<file path="src/term_osc_pkg.sv">
// Constants and types for the termination and oscillator run-time mode registers
//
// Functional notes
// - Three-bit controller termination value, 000 disables
// - Bit 3 set disables clock termination
// - Bit 4 set disables chip-select termination
// - Bit 5 set disables command/address termination
// - Writes and reads touch write-selected set point
// - Operation uses only the operating set point
// - Strap pin ignored; strength and register decide
// - Byte-mode bits choose which lanes terminate
// - Run-time register at 17H, write only
// - Nonzero run time stops timer after 16N clocks
// - Stop command stops timer when run time zero
// - Termination register answers at address 16H
package term_osc_pkg;

	// ----------------------------------------------------------------
	// Addresses and codes
	// ----------------------------------------------------------------
	localparam logic [5:0] ADDR_TERMINATION_CONTROL = 6'h16;
	localparam logic [5:0] ADDR_DQS_OSC_RUN_TIME    = 6'h17;
	localparam logic [6:0] MPC_STOP_OSCILLATOR      = 7'h4D;

	// ----------------------------------------------------------------
	// Field positions and reset values
	// ----------------------------------------------------------------
	localparam int        CTRL_VAL_LSB          = 0;
	localparam int        CK_DIS_BIT            = 3;
	localparam int        CS_DIS_BIT            = 4;
	localparam int        CA_DIS_BIT            = 5;
	localparam int        LANE_SEL_LSB          = 6;
	localparam logic [7:0] TERM_RESET           = 8'h00;
	localparam logic [7:0] RUN_TIME_RESET       = 8'h00;
	localparam logic [2:0] STRENGTH_OFF         = 3'h0;
	localparam logic [2:0] CTRL_VAL_RESERVED    = 3'h7;

	// Byte-lane select codes
	localparam logic [1:0] LANES_BOTH           = 2'h0;
	localparam logic [1:0] LANES_UPPER_ONLY     = 2'h1;
	localparam logic [1:0] LANES_LOWER_ONLY     = 2'h2;

	// ----------------------------------------------------------------
	// Timing
	// ----------------------------------------------------------------
	localparam int         CLOCKS_PER_RUN_STEP  = 16;
	localparam int         OSC_CNT_W            = 12;
	localparam logic [OSC_CNT_W-1:0] OSC_CNT_ZERO = 12'h000;
	localparam logic [OSC_CNT_W-1:0] OSC_CNT_ONE  = 12'h001;

	// Stored layout of one set point of the termination register
	typedef struct packed {
		logic [1:0] byte_lane_termination_select;
		logic       cmd_addr_termination_disable;
		logic       chip_select_termination_disable;
		logic       clock_termination_disable;
		logic [2:0] controller_termination_value;
	} term_fields_t;

	// Termination enables per signal group and byte lane
	typedef struct packed {
		logic ca_lower;
		logic ca_upper;
		logic cs_lower;
		logic cs_upper;
		logic ck_lower;
		logic ck_upper;
	} term_enables_t;

endpackage

</file>
<file path="src/term_osc_regs.sv">
// Termination control and DQS oscillator run-time mode registers
`timescale 1ns/1ps
`default_nettype none

module term_osc_regs (
	input  wire logic                        clk_sys,
	input  wire logic                        rstn,
	input  wire logic                        mr_write,
	input  wire logic                        mr_read,
	input  wire logic [5:0]                  mr_addr,
	input  wire logic [7:0]                  mr_wdata,
	output logic [7:0]                       mr_rdata,
	output logic                             mr_rdata_valid,
	input  wire logic                        mpc_valid,
	input  wire logic [6:0]                  mpc_op,
	input  wire logic                        write_set_point_select,
	input  wire logic                        operating_set_point_select,
	input  wire logic [2:0]                  termination_strength,
	input  wire logic                        io_config_bit0,
	input  wire logic                        termination_strap_pin,
	input  wire logic                        osc_start,
	output logic [2:0]                       controller_termination_value,
	output term_osc_pkg::term_enables_t      term_enables,
	output logic                             osc_running,
	output logic                             osc_stop
);

	// ----------------------------------------------------------------
	// Set-point storage
	// ----------------------------------------------------------------
	term_osc_pkg::term_fields_t set_point_q [2];
	term_osc_pkg::term_fields_t set_point_d [2];
	logic [7:0]                 run_time_q;
	logic [7:0]                 run_time_d;
	logic                       term_hit;
	logic                       run_hit;

	assign term_hit = (mr_addr == term_osc_pkg::ADDR_TERMINATION_CONTROL);
	assign run_hit  = (mr_addr == term_osc_pkg::ADDR_DQS_OSC_RUN_TIME);

	// Each copy takes a write only when the write select points at it
	genvar sp;
	generate
		for (sp = 0; sp < 2; sp++) begin : g_set_point
			always_comb begin
				set_point_d[sp] = set_point_q[sp];
				if (mr_write && term_hit && (write_set_point_select == sp[0])) begin
					set_point_d[sp] = term_osc_pkg::term_fields_t'(mr_wdata);
				end
			end

			always_ff @(posedge clk_sys) begin
				if (!rstn) begin
					set_point_q[sp] <= term_osc_pkg::term_fields_t'(term_osc_pkg::TERM_RESET);
				end else begin
					set_point_q[sp] <= set_point_d[sp];
				end
			end
		end
	endgenerate

	// Run-time register is written at its own address only
	always_comb begin
		run_time_d = run_time_q;
		if (mr_write && run_hit) begin
			run_time_d = mr_wdata;
		end
	end

	always_ff @(posedge clk_sys) begin
		if (!rstn) begin
			run_time_q <= term_osc_pkg::RUN_TIME_RESET;
		end else begin
			run_time_q <= run_time_d;
		end
	end

	// ----------------------------------------------------------------
	// Mode-register read path
	// ----------------------------------------------------------------
	logic [7:0] rdata_q;
	logic [7:0] rdata_d;
	logic       rvalid_q;
	logic       rvalid_d;

	// Run time is write only, so it and unmapped addresses read as zero
	always_comb begin
		rvalid_d = mr_read;
		rdata_d  = 8'h00;
		if (mr_read && term_hit) begin
			rdata_d = set_point_q[write_set_point_select];
		end
	end

	always_ff @(posedge clk_sys) begin
		if (!rstn) begin
			rdata_q  <= 8'h00;
			rvalid_q <= 1'b0;
		end else begin
			rdata_q  <= rdata_d;
			rvalid_q <= rvalid_d;
		end
	end

	assign mr_rdata       = rdata_q;
	assign mr_rdata_valid = rvalid_q;

	// ----------------------------------------------------------------
	// Termination decode from the operating set point
	// ----------------------------------------------------------------
	term_osc_pkg::term_fields_t active;
	term_osc_pkg::term_enables_t enables_d;
	term_osc_pkg::term_enables_t enables_q;
	logic [2:0]                  ctrl_val_d;
	logic [2:0]                  ctrl_val_q;
	logic                        lower_ok;
	logic                        upper_ok;
	logic                        strap_unused;

	// Strap pin is deliberately dropped; boards tie it to a rail
	assign strap_unused = termination_strap_pin;
	assign active       = set_point_q[operating_set_point_select];

	always_comb begin
		lower_ok = 1'b0;
		upper_ok = 1'b0;
		unique case (active.byte_lane_termination_select)
			term_osc_pkg::LANES_BOTH: begin
				lower_ok = 1'b1;
				upper_ok = 1'b1;
			end
			term_osc_pkg::LANES_UPPER_ONLY: begin
				upper_ok = 1'b1;
			end
			term_osc_pkg::LANES_LOWER_ONLY: begin
				lower_ok = 1'b1;
			end
			default: begin
				// Reserved code: neither lane terminates, the safe choice
				lower_ok = 1'b0;
				upper_ok = 1'b0;
			end
		endcase
		if (termination_strength == term_osc_pkg::STRENGTH_OFF) begin
			lower_ok = 1'b0;
			upper_ok = 1'b0;
		end
		enables_d.ck_lower = lower_ok && !active.clock_termination_disable;
		enables_d.ck_upper = upper_ok && !active.clock_termination_disable;
		enables_d.cs_lower = lower_ok && !active.chip_select_termination_disable;
		enables_d.cs_upper = upper_ok && !active.chip_select_termination_disable;
		enables_d.ca_lower = lower_ok && !active.cmd_addr_termination_disable;
		enables_d.ca_upper = upper_ok && !active.cmd_addr_termination_disable;
		// Reserved code is not passed on; treated as disabled
		ctrl_val_d = active.controller_termination_value;
		if (ctrl_val_d == term_osc_pkg::CTRL_VAL_RESERVED) begin
			ctrl_val_d = 3'h0;
		end
	end

	always_ff @(posedge clk_sys) begin
		if (!rstn) begin
			enables_q  <= '0;
			ctrl_val_q <= 3'h0;
		end else begin
			enables_q  <= enables_d;
			ctrl_val_q <= ctrl_val_d;
		end
	end

	assign term_enables                 = enables_q;
	assign controller_termination_value = ctrl_val_q;

	// ----------------------------------------------------------------
	// DQS interval timer run control
	// ----------------------------------------------------------------
	typedef enum logic {OSC_IDLE, OSC_RUN} osc_state_t;

	osc_state_t             state_q;
	osc_state_t             state_d;
	logic [term_osc_pkg::OSC_CNT_W-1:0] cnt_q;
	logic [term_osc_pkg::OSC_CNT_W-1:0] cnt_d;
	logic [term_osc_pkg::OSC_CNT_W-1:0] limit;
	logic                   stop_q;
	logic                   stop_d;
	logic                   mpc_stop;
	logic                   io_unused;

	// Host keeps odd divisors legal itself; input only recorded
	assign io_unused = io_config_bit0;
	// 16 clocks per run-time step; largest code fits in twelve bits
	assign limit    = term_osc_pkg::OSC_CNT_W'({run_time_q, 4'h0});
	assign mpc_stop = mpc_valid && (mpc_op == term_osc_pkg::MPC_STOP_OSCILLATOR)
	                  && (run_time_q == 8'h00);

	always_comb begin
		state_d = state_q;
		cnt_d   = cnt_q;
		stop_d  = 1'b0;
		unique case (state_q)
			OSC_IDLE: begin
				if (osc_start) begin
					state_d = OSC_RUN;
					cnt_d   = term_osc_pkg::OSC_CNT_ONE;
				end
			end
			OSC_RUN: begin
				cnt_d = cnt_q + term_osc_pkg::OSC_CNT_ONE;
				if (run_time_q != 8'h00 && cnt_q == limit) begin
					state_d = OSC_IDLE;
					stop_d  = 1'b1;
				end else if (mpc_stop) begin
					state_d = OSC_IDLE;
					stop_d  = 1'b1;
				end
			end
		endcase
	end

	always_ff @(posedge clk_sys) begin
		if (!rstn) begin
			state_q <= OSC_IDLE;
			cnt_q   <= term_osc_pkg::OSC_CNT_ZERO;
			stop_q  <= 1'b0;
		end else begin
			state_q <= state_d;
			cnt_q   <= cnt_d;
			stop_q  <= stop_d;
		end
	end

	assign osc_running = (state_q == OSC_RUN);
	assign osc_stop    = stop_q;

endmodule

`default_nettype wire

</file>
<file path="config.mk">
export PLATFORM = sky130hd
export DESIGN_NAME = term_osc_regs
export DESIGN_NICKNAME = d
export VERILOG_FILES = /design/src/term_osc_pkg.sv /design/src/term_osc_regs.sv
export SDC_FILE = /design/constraint.sdc
export NUM_CORES = 1
export LEC_CHECK = 0
export ABC_AREA = 1
export BUFFER_PORTS_ARGS = -buffer_cell sky130_fd_sc_hd__buf_4
export CAP_MARGIN = 20
export CORE_MARGIN = 3
export CORE_UTILIZATION = 48
export CTS_BUF_LIST = sky130_fd_sc_hd__clkbuf_8 sky130_fd_sc_hd__clkbuf_16
export DETAILED_ROUTE_END_ITERATION = 10
export PLACE_DENSITY = 0.83
export REMOVE_ABC_BUFFERS = 1
export SLEW_MARGIN = 20
export SYNTH_ARGS = -nofsm -noshare
export SYNTH_HDL_FRONTEND = slang
export SYNTH_SLANG_ARGS = --single-unit
</file>
<file path="constraint.sdc">
create_clock -name clk_sys -period 1.15 [get_ports clk_sys]
set_input_delay 0.115 -clock clk_sys [delete_from_list [all_inputs] [get_ports clk_sys]]
set_output_delay 0.115 -clock clk_sys [all_outputs]
set_load 0.005 [all_outputs]
</file>
# Word-level counts from Yosys, hierarchy flattened
# Memories as Yosys holds them, arrays and structs flattened. A register that Yosys moved wholly into a read port is not among the register bits.
# Cells that the tools add are included.
[word_totals]
ram_bits = 16
register_bits = 32
n_memories = 1
[mem_list]
columns = ["name", "depth", "word_bits", "rd", "rd_clocked_by_memory_dff", "write_ports", "line", "rtl"]
rows = [
  ["set_point_q", 2, 8, 2, 1, 2, "term_osc_regs.sv:31", "term_osc_pkg::term_fields_t set_point_q [2];"],
]
[classes]
reduce_logical = 29
n_eq_ne = 10
muxes = 18
addsub = 1
bitwise = 5
[op_table]
columns = ["op", "n"]
rows = [
  ["$mux 8", 4],
  ["$pmux 12 s2", 1],
  ["$logic_and 1x1->1", 14],
  ["$add 12x1->12 const B", 1],
  ["$eq 12x12->1", 1],
  ["$eq 6x5->1 const B", 2],
  ["$mux 12", 1],
  ["$mux 1", 11],
  ["$logic_not 8->1", 1],
  ["$reduce_and 2->1", 4],
  ["$reduce_bool 8->1", 1],
  ["$eq 7x7->1 const B", 1],
  ["$reduce_or 2->1", 3],
  ["$logic_not 1->1", 4],
  ["$eq 3x3->1 const B", 1],
  ["$logic_not 3->1", 1],
  ["$not 1->1", 3],
  ["$eq 2x1->1 const B", 1],
  ["$eq 2x2->1 const B", 1],
  ["$logic_not 2->1", 1],
  ["$ne 1x1->1 const B", 2],
  ["$ne 2x2->1 const B", 1],
  ["$or 1x1->1", 2],
  ["$pmux 1 s2", 1],
]

# Longest topological paths before layout
# Gate-level depths: netlist of run 1.
[depth]
depth_word = 6
ltp_mapped = 10
ltp_nobuf = 10

# Worst setup path after synthesis of run 1
# Ideal clock, no wire load.
[synth_timing]
path_type = "reg2reg"
startpoint = "register state_q, in the netlist osc_running"
endpoint = "register cnt_q[9] (netlist name)"
n_path_buf = 1
arrival_ps = 1157
stages_incl_launch_ff = 8
setup_ps = 115
period_less_slack_ps = 1272
slack_ps = -122
cell_sequence = "dfxtp_1 buf_4 nand2_2 nor2_4 nand4_2 or2_1 a21oi_1 nor2_1"
[synth_between]
elab_chain_cells = 2
elab_cells_between_ends = 3
classes_between = "1 x eq/ne; 1 x mux; 1 x bitwise"
[synth_lines]
columns = ["element", "line", "rtl"]
rows = [
  ["start, declared", "term_osc_regs.sv:179", "osc_state_t state_q;"],
  ["start signal, assigned", "term_osc_regs.sv:226", "state_q <= state_d;"],
  ["$not 1->1", "-", ""],
  ["$pmux 12 s2 / $ne 2x2->1 (equally long branches)", "-", ""],
  ["end signal, assigned", "term_osc_regs.sv:223", "cnt_q <= term_osc_pkg::OSC_CNT_ZERO;"],
  ["end signal, assigned", "term_osc_regs.sv:227", "cnt_q <= cnt_d;"],
  ["end, declared", "term_osc_regs.sv:181", "logic [term_osc_pkg::OSC_CNT_W-1:0] cnt_q;"],
]
# Parallel ways exist; a longest one is shown, timed or not.
# A chain may end at the register's enable or synchronous reset.

# Worst setup path in the final report of run 1
[layout_timing]
startpoint = "register cnt_q[1] (netlist name)"
endpoint = "register cnt_q[10] (netlist name)"
[layout_between]
elab_chain_cells = 2
[layout_lines]
columns = ["element", "line", "rtl"]
rows = [
  ["$add 12x1->12", "term_osc_regs.sv:208", "cnt_d = cnt_q + term_osc_pkg::OSC_CNT_ONE;"],
  ["$pmux 12 s2", "term_osc_regs.sv:200", "unique case (state_q)"],
]
# No other way between the ends.

==> impl_metrics.yaml, run 1 <==
setup_path:
  cp-start-kind: "flip-flop"
  worstPathArrival_ns: 1.56
  cp.required_ns: 1.41
  crit_fanout: 4
  crit_type: "flip-flop to flip-flop"
  end_kind: "flip-flop"
sta:
  timing.fmax_mhz: 766
  setup_viol: 11
  hold_viol: 0
  report.final.slew_viol_count: 0
  fin_ws_ns: -0.155
  maxSlewHeadroom: 0.788
  post-route-period-util: 1.13
  fin_crit_ns: 1.30
  skew_ns: 0.00924
  fin_tns_setup_ns: -1.01
  worst_pin_slew_ns: 0.317
  rsz0062_at_grt: "yes"
grt:
  grt_max_degree: 19
  grt_pass1_wl_um: 9470
  met1_usage: 0.235
  grt_antenna_before_repair: 0
  grt_use_met3: 0.0441
  grt_busiest_layer: "met2"
  grt_pass1_vias: 2079
  met2_usage: 0.350
  groute.usage.overall: 0.198
  gr-total-overflow: 0
run_status:
  outcome: "finished, violations left"
  violations: "negative setup slack"
yosys:
  synth_largest_area_cell: "dfxtp_1"
  synth_warnings: 0
  yosys.area_share.simple: 0.277
  synthDistinctLibCells: 28
  synthXorXnorAreaFrac: 0.0178
  syn_area_per_cell_um2: 7.92
  synth_top_family_by_area: "simple AND/OR/NAND/NOR gates"
  syn_area_um2: 2450
  synth_fa_ha_area_frac: 0.0102
  synth_cells: 310
  synth_top_area_frac: 0.326
  synth-compound-area-share: 0.0979
  synth.ff_latch_count: 56
  muxShareOfSynthArea: 0
  synthTopCellsByArea: "dfxtp_1 (33%), edfxtp_1 (20%), nand2_1 (12%), nor2_1 (7.0%), inv_1 (5.5%)"
  yosysSeqAreaShare: 0.522
cells_and_area:
  num_antenna_cells: 0
  regArea_um2: 1290
  layout_common_cells: "buf_4 (76), nand2_1 (73), nor2_1 (44)"
  fill_cells: 382
  final_common_cell: "buf_4"
  layout.cells.non_filler: 462
  drive_above_1_share: 0.311
  final_nets: 430
  multi_input_area_um2: 1100
  areaGrowthSynthToFinish_pct: 37.8
floorplan:
  die_h_um: 77.5
  io_pins: 54
  die-area_um2: 6010
  start_util: 0.510
  die_w_um: 77.5
  core_area_um2: 4820
  fp-row-count: 25
cts:
  cts_buffers: 5
  cts_root_buf: "clkbuf_8"
  clk_latency_ns: 0.31
  cts_tree: "done"
  cts_hold_buf: 0
  clk_pin_slew_ns: 0.10
  htree_levels: 2
  cts_sinks: 56
  clockBufferDepth: 2
job:
  cap_violations: 0
drt:
  wl_per_cell_um: 13.1
  vias: 2317
  firstDrtPassIters: 4
  drt_iter0_drc: 140
  wl_um: 6080
  drtAntennaViolNets: 0
  drc_errors: 0
  vias_per_cell: 5.02
worst_hold_path:
  hold_class: "input pin to flip-flop"
power_and_ir_drop:
  powerDensity_nw_per_um2: 1080
  peakVddDrop_mv: 0.622
  p_leak_nw: 1.60
placement:
  io_buffers: 51
  gp_congestion: 0.816
  dp_cells: 447
  dp_slack_ns: -0.314
  hpwl_um: 4430
layout make-up:
type / instances / share of cell area
Sequential cell: 56 / 0.382
Multi-Input combinational cell: 208 / 0.325
Timing Repair Buffer: 84 / 0.195
Inverter: 39 / 0.0447
Tap cell: 67 / 0.0248
Clock buffer: 5 / 0.0203
Clock inverter: 3 / 0.00703
registers in the layout, indices dropped and copies added, names as in the netlist:
register and flops:
term_enables 6, osc_stop 1, mr_rdata 8, controller_termination_value 3, osc_running 1, cnt_q 12, run_time_q 8, mr_rdata_valid 1
set_point_q 16
worst paths after layout:
check	start	end	cells past startpoint	slack, ns
max	cnt_q[1]	cnt_q[10]	7	-0.15
min	mr_read	mr_rdata_valid	3	0.07
max reg2reg	cnt_q[1]	cnt_q[10]	7	-0.15
min reg2reg	cnt_q[7]	cnt_q[7]	2	0.50
critical path, cell delays in order (launching register included):
cell,delay [ns]
dfxtp_4,0.39
buf_6,0.10
ha_4,0.14
nand3_4,0.09
nor3_4,0.16
buf_4,0.15
nand4_1,0.09
a21oi_2,0.14
synthesized netlist by cell type:
cell / count
nand2_1: 76
nor2_1: 46
dfxtp_1: 40
inv_1: 36
a21oi_1: 26
edfxtp_1: 16
nand3_1: 15
o21ai_0: 13
nand4_1: 7
xnor2_1: 5
clkbuf_1: 4
nor3_1: 4
buf_4: 3
a22oi_1: 2
ha_1: 2
inv_2: 2
o21a_1: 2
a211oi_1: 1
clkinv_1: 1
nand2_2: 1
nand4_2: 1
nor2_4: 1
nor3_4: 1
nor3b_4: 1
o211ai_1: 1
or2_1: 1
or2_2: 1
or3_1: 1
kinds of logic (layout without fill, tap and decap cells):
logic type | after synthesis | after routing
AND/OR/NAND/NOR | 156 | 156
flip-flops | 56 | 56
buffers and inverters | 46 | 131
AO/OA/AOI/OAI | 45 | 45
XOR/XNOR | 5 | 5
adder cells (fa/ha/maj) | 2 | 2
per-layer routing:
layer  wire length (um)  up-vias
met4                 65        0
met3                334        5
met1               2490     1075
li1                   -     1166
met5                  0        -
met2               3180       71
stage by stage:
step | hold slack [ns] | util | instance area (um2) | power (mW)
2_1_floorplan | 0.227 | - | 2420 | 2.32
3_3_place_gp | 0.392 | 0.639 | 3080 | 2.53
3_5_place_dp | 0.396 | 0.639 | 3080 | 2.54
4_1_cts | 0.0731 | 0.676 | 3250 | 3.62
5_1_grt | 0.0688 | 0.702 | 3380 | 3.81
6_report | 0.0744 | 0.702 | 3380 | 3.65
timing repair:
item / 4_1_cts / 5_1_grt
gates cloned: 0 / 0
setup buffers: 2 / 5
pin swaps: 3 / 11
setup endpoints to repair: 14 / 31
resized for setup: 23 / 26
power by group:
group | leakage (nW) | switching [mW] | internal (mW) | total (mW)
sequential | 0.479 | 0.0428 | 2.09 | 2.13
clock | 0.0404 | 0.646 | 0.432 | 1.08
combinational | 1.08 | 0.219 | 0.226 | 0.445
total | 1.60 | 0.908 | 2.75 | 3.65
Power figures use the tool's default switching activity.
==> inputs of run 2 (changes only) <==
SETUP_SLACK_MARGIN = 0.15   (was not set)
==> run 2 against run 1 <==
The flow still finishes with violations (negative setup slack). Count of clock-buffer cells in the layout is the same. Sequential share of layout area shrank 1.1 points. Global-route usage grew 1.1 points. Critical endpoint is now osc_running. Largest power group unchanged. Total power grew 0.65%. Flip-flop and latch count is the same. First-iteration DRC count shrank 16%. Fmax grew 2.9%. Register-to-register slack gained 0.04 ns. Worst hold slack gained 0.023 ns. Clock skew is essentially flat.
==> impl_metrics.yaml, run 2 (same netlist as run 1, synthesis figures left out) <==
setup_path:
  cp_num_buf_inv: 1
  max_stage_delay_ns: 0.38
  crit_fanout: 3
  end_kind: "flip-flop"
  reg2reg_depth: 9
  critical_path.slowest_cell: "dfxtp_4"
  cp-start-kind: "flip-flop"
  crit_type: "flip-flop to flip-flop"
  cp.required_ns: 1.36
  cp_common_cell: "nand2_1"
  worstPathArrival_ns: 1.48
  path_delay_family: "simple AND/OR/NAND/NOR gates"
  cp.depth: 9
  worstPathCellList: "inv_2 -> ha_4 -> nand2_1 -> nor2_2 -> nand2_1 -> nor2_1 -> nand3_1 -> nand2_1 -> a21oi_1"
placement:
  place_area_um2: 3080
  gp_congestion: 0.816
  dp_cells: 447
  hpwl_um: 4430
  io_buffers: 51
cells_and_area:
  num_antenna_cells: 0
  areaGrowthSynthToFinish_pct: 41.8
  final_nets: 431
  final_common_cell: "buf_4"
  fill_cells: 357
  multi_input_area_um2: 1180
  regMostFlops: "set_point_q"
  largest_reg_flops: 16
  regArea_um2: 1290
  drive_above_1_share: 0.356
  layout.cells.non_filler: 463
  reg.largest.list: "set_point_q x16, cnt_q x12"
  final_area_um2: 3480
  layout_common_cells: "buf_4 (74), nand2_1 (73), dfxtp_1 (36)"
sta:
  fin_ws_ns: -0.118
  post-route-period-util: 1.10
  worst_pin_slew_ns: 0.309
  setup_viol: 9
  rsz0062_at_grt: "yes"
  fin_crit_ns: 1.27
  maxSlewHeadroom: 0.793
  hold_viol: 0
  timing.fmax_mhz: 788
  report.final.slew_viol_count: 0
  skew_ns: 0.00957
power_and_ir_drop:
  total_power_mw: 3.68
  peakVddDrop_mv: 0.689
  powerDensity_nw_per_um2: 1060
  p_leak_nw: 1.61
drt:
  firstDrtPassIters: 4
  vias: 2333
  drc_errors: 0
  wl_um: 6290
  drtAntennaViolNets: 0
  wl_per_cell_um: 13.6
  vias_per_cell: 5.04
  drt_iter0_drc: 117
cts:
  htree_levels: 2
  cts_hold_buf: 0
  cts_buffers: 5
  cts_tree: "done"
  clk_pin_slew_ns: 0.09
  clockBufferDepth: 2
  cts_root_buf: "clkbuf_8"
  cts_sinks: 56
  clk_latency_ns: 0.32
job:
  cap_violations: 0
floorplan:
  die_w_um: 77.5
  start_util: 0.510
  core_area_um2: 4820
  die_h_um: 77.5
  die-area_um2: 6010
  fp-row-count: 25
  io_pins: 54
run_status:
  outcome: "finished, violations left"
  violations: "negative setup slack"
grt:
  grt_antenna_before_repair: 0
  grt_pass1_vias: 2146
  grt_pass1_wl_um: 10000
  gr-total-overflow: 0
  grt_max_degree: 19
  groute.usage.overall: 0.209
worst_hold_path:
  hold_class: "input pin to flip-flop"
  hold_depth: 3
-- run 2: per-layer routing --
layer  vias to the layer above  share of wire  global-route usage  wire length [um]
li1                       1168              -                   -                 -
met1                      1091           0.43               0.254              2700
met4                         0          0.022              0.0694               136
met5                         -              0                   0                 0
met3                        10          0.046              0.0441               287
met2                        64           0.50               0.368              3180
-- run 2: timing repair --
action,in CTS,in global routing
pin swaps,9,5
endpoints found under the setup margin,36,58
resized for setup,40,34
buffers inserted,3,5
-- run 2: path summary, 6_finish.rpt --
kind | slack (ns) | start | end
worst min register to register | 0.50 | cnt_q[7] | cnt_q[7]
worst max-delay path | -0.12 | cnt_q[0] | osc_running
worst max register to register | -0.12 | cnt_q[0] | osc_running
worst min-delay path | 0.1 | osc_start | cnt_q[0]
-- run 2: cell type report --
class                   instances  area share
flip-flops and latches         56       0.372
multi-input cells             208       0.339
repair buffers                 85       0.196
inverters                      39      0.0428
well taps                      67      0.0241
clock buffers                   5      0.0198
clock inverters                 3     0.00683
-- run 2: tightest hold or removal path: cells and delay by family --
kind                   cells  cell delay [ns]
buffers and inverters      1             0.12
AO/OA/AOI/OAI              1             0.10
AND/OR/NAND/NOR            1             0.04
-- run 2: where the power goes --
part / switching, mW / internal, mW / leakage (nW)
Combinational: 0.240 / 0.228 / 1.09
Clock: 0.646 / 0.432 / 0.0404
Sequential: 0.0428 / 2.09 / 0.479
-- run 2: per-stage QoR --
step	setup WS (ns)	util	hold WS, ns	TNS [ns]
6_report	-0.118	0.723	0.0978	-0.677
5_1_grt	-0.237	0.723	0.105	-1.59
4_1_cts	-0.108	0.689	0.0794	-0.524
3_5_place_dp	-0.314	0.639	0.396	-9.65
3_3_place_gp	-0.229	0.639	0.392	-6.19
2_1_floorplan	-0.155	-	0.227	-0.877
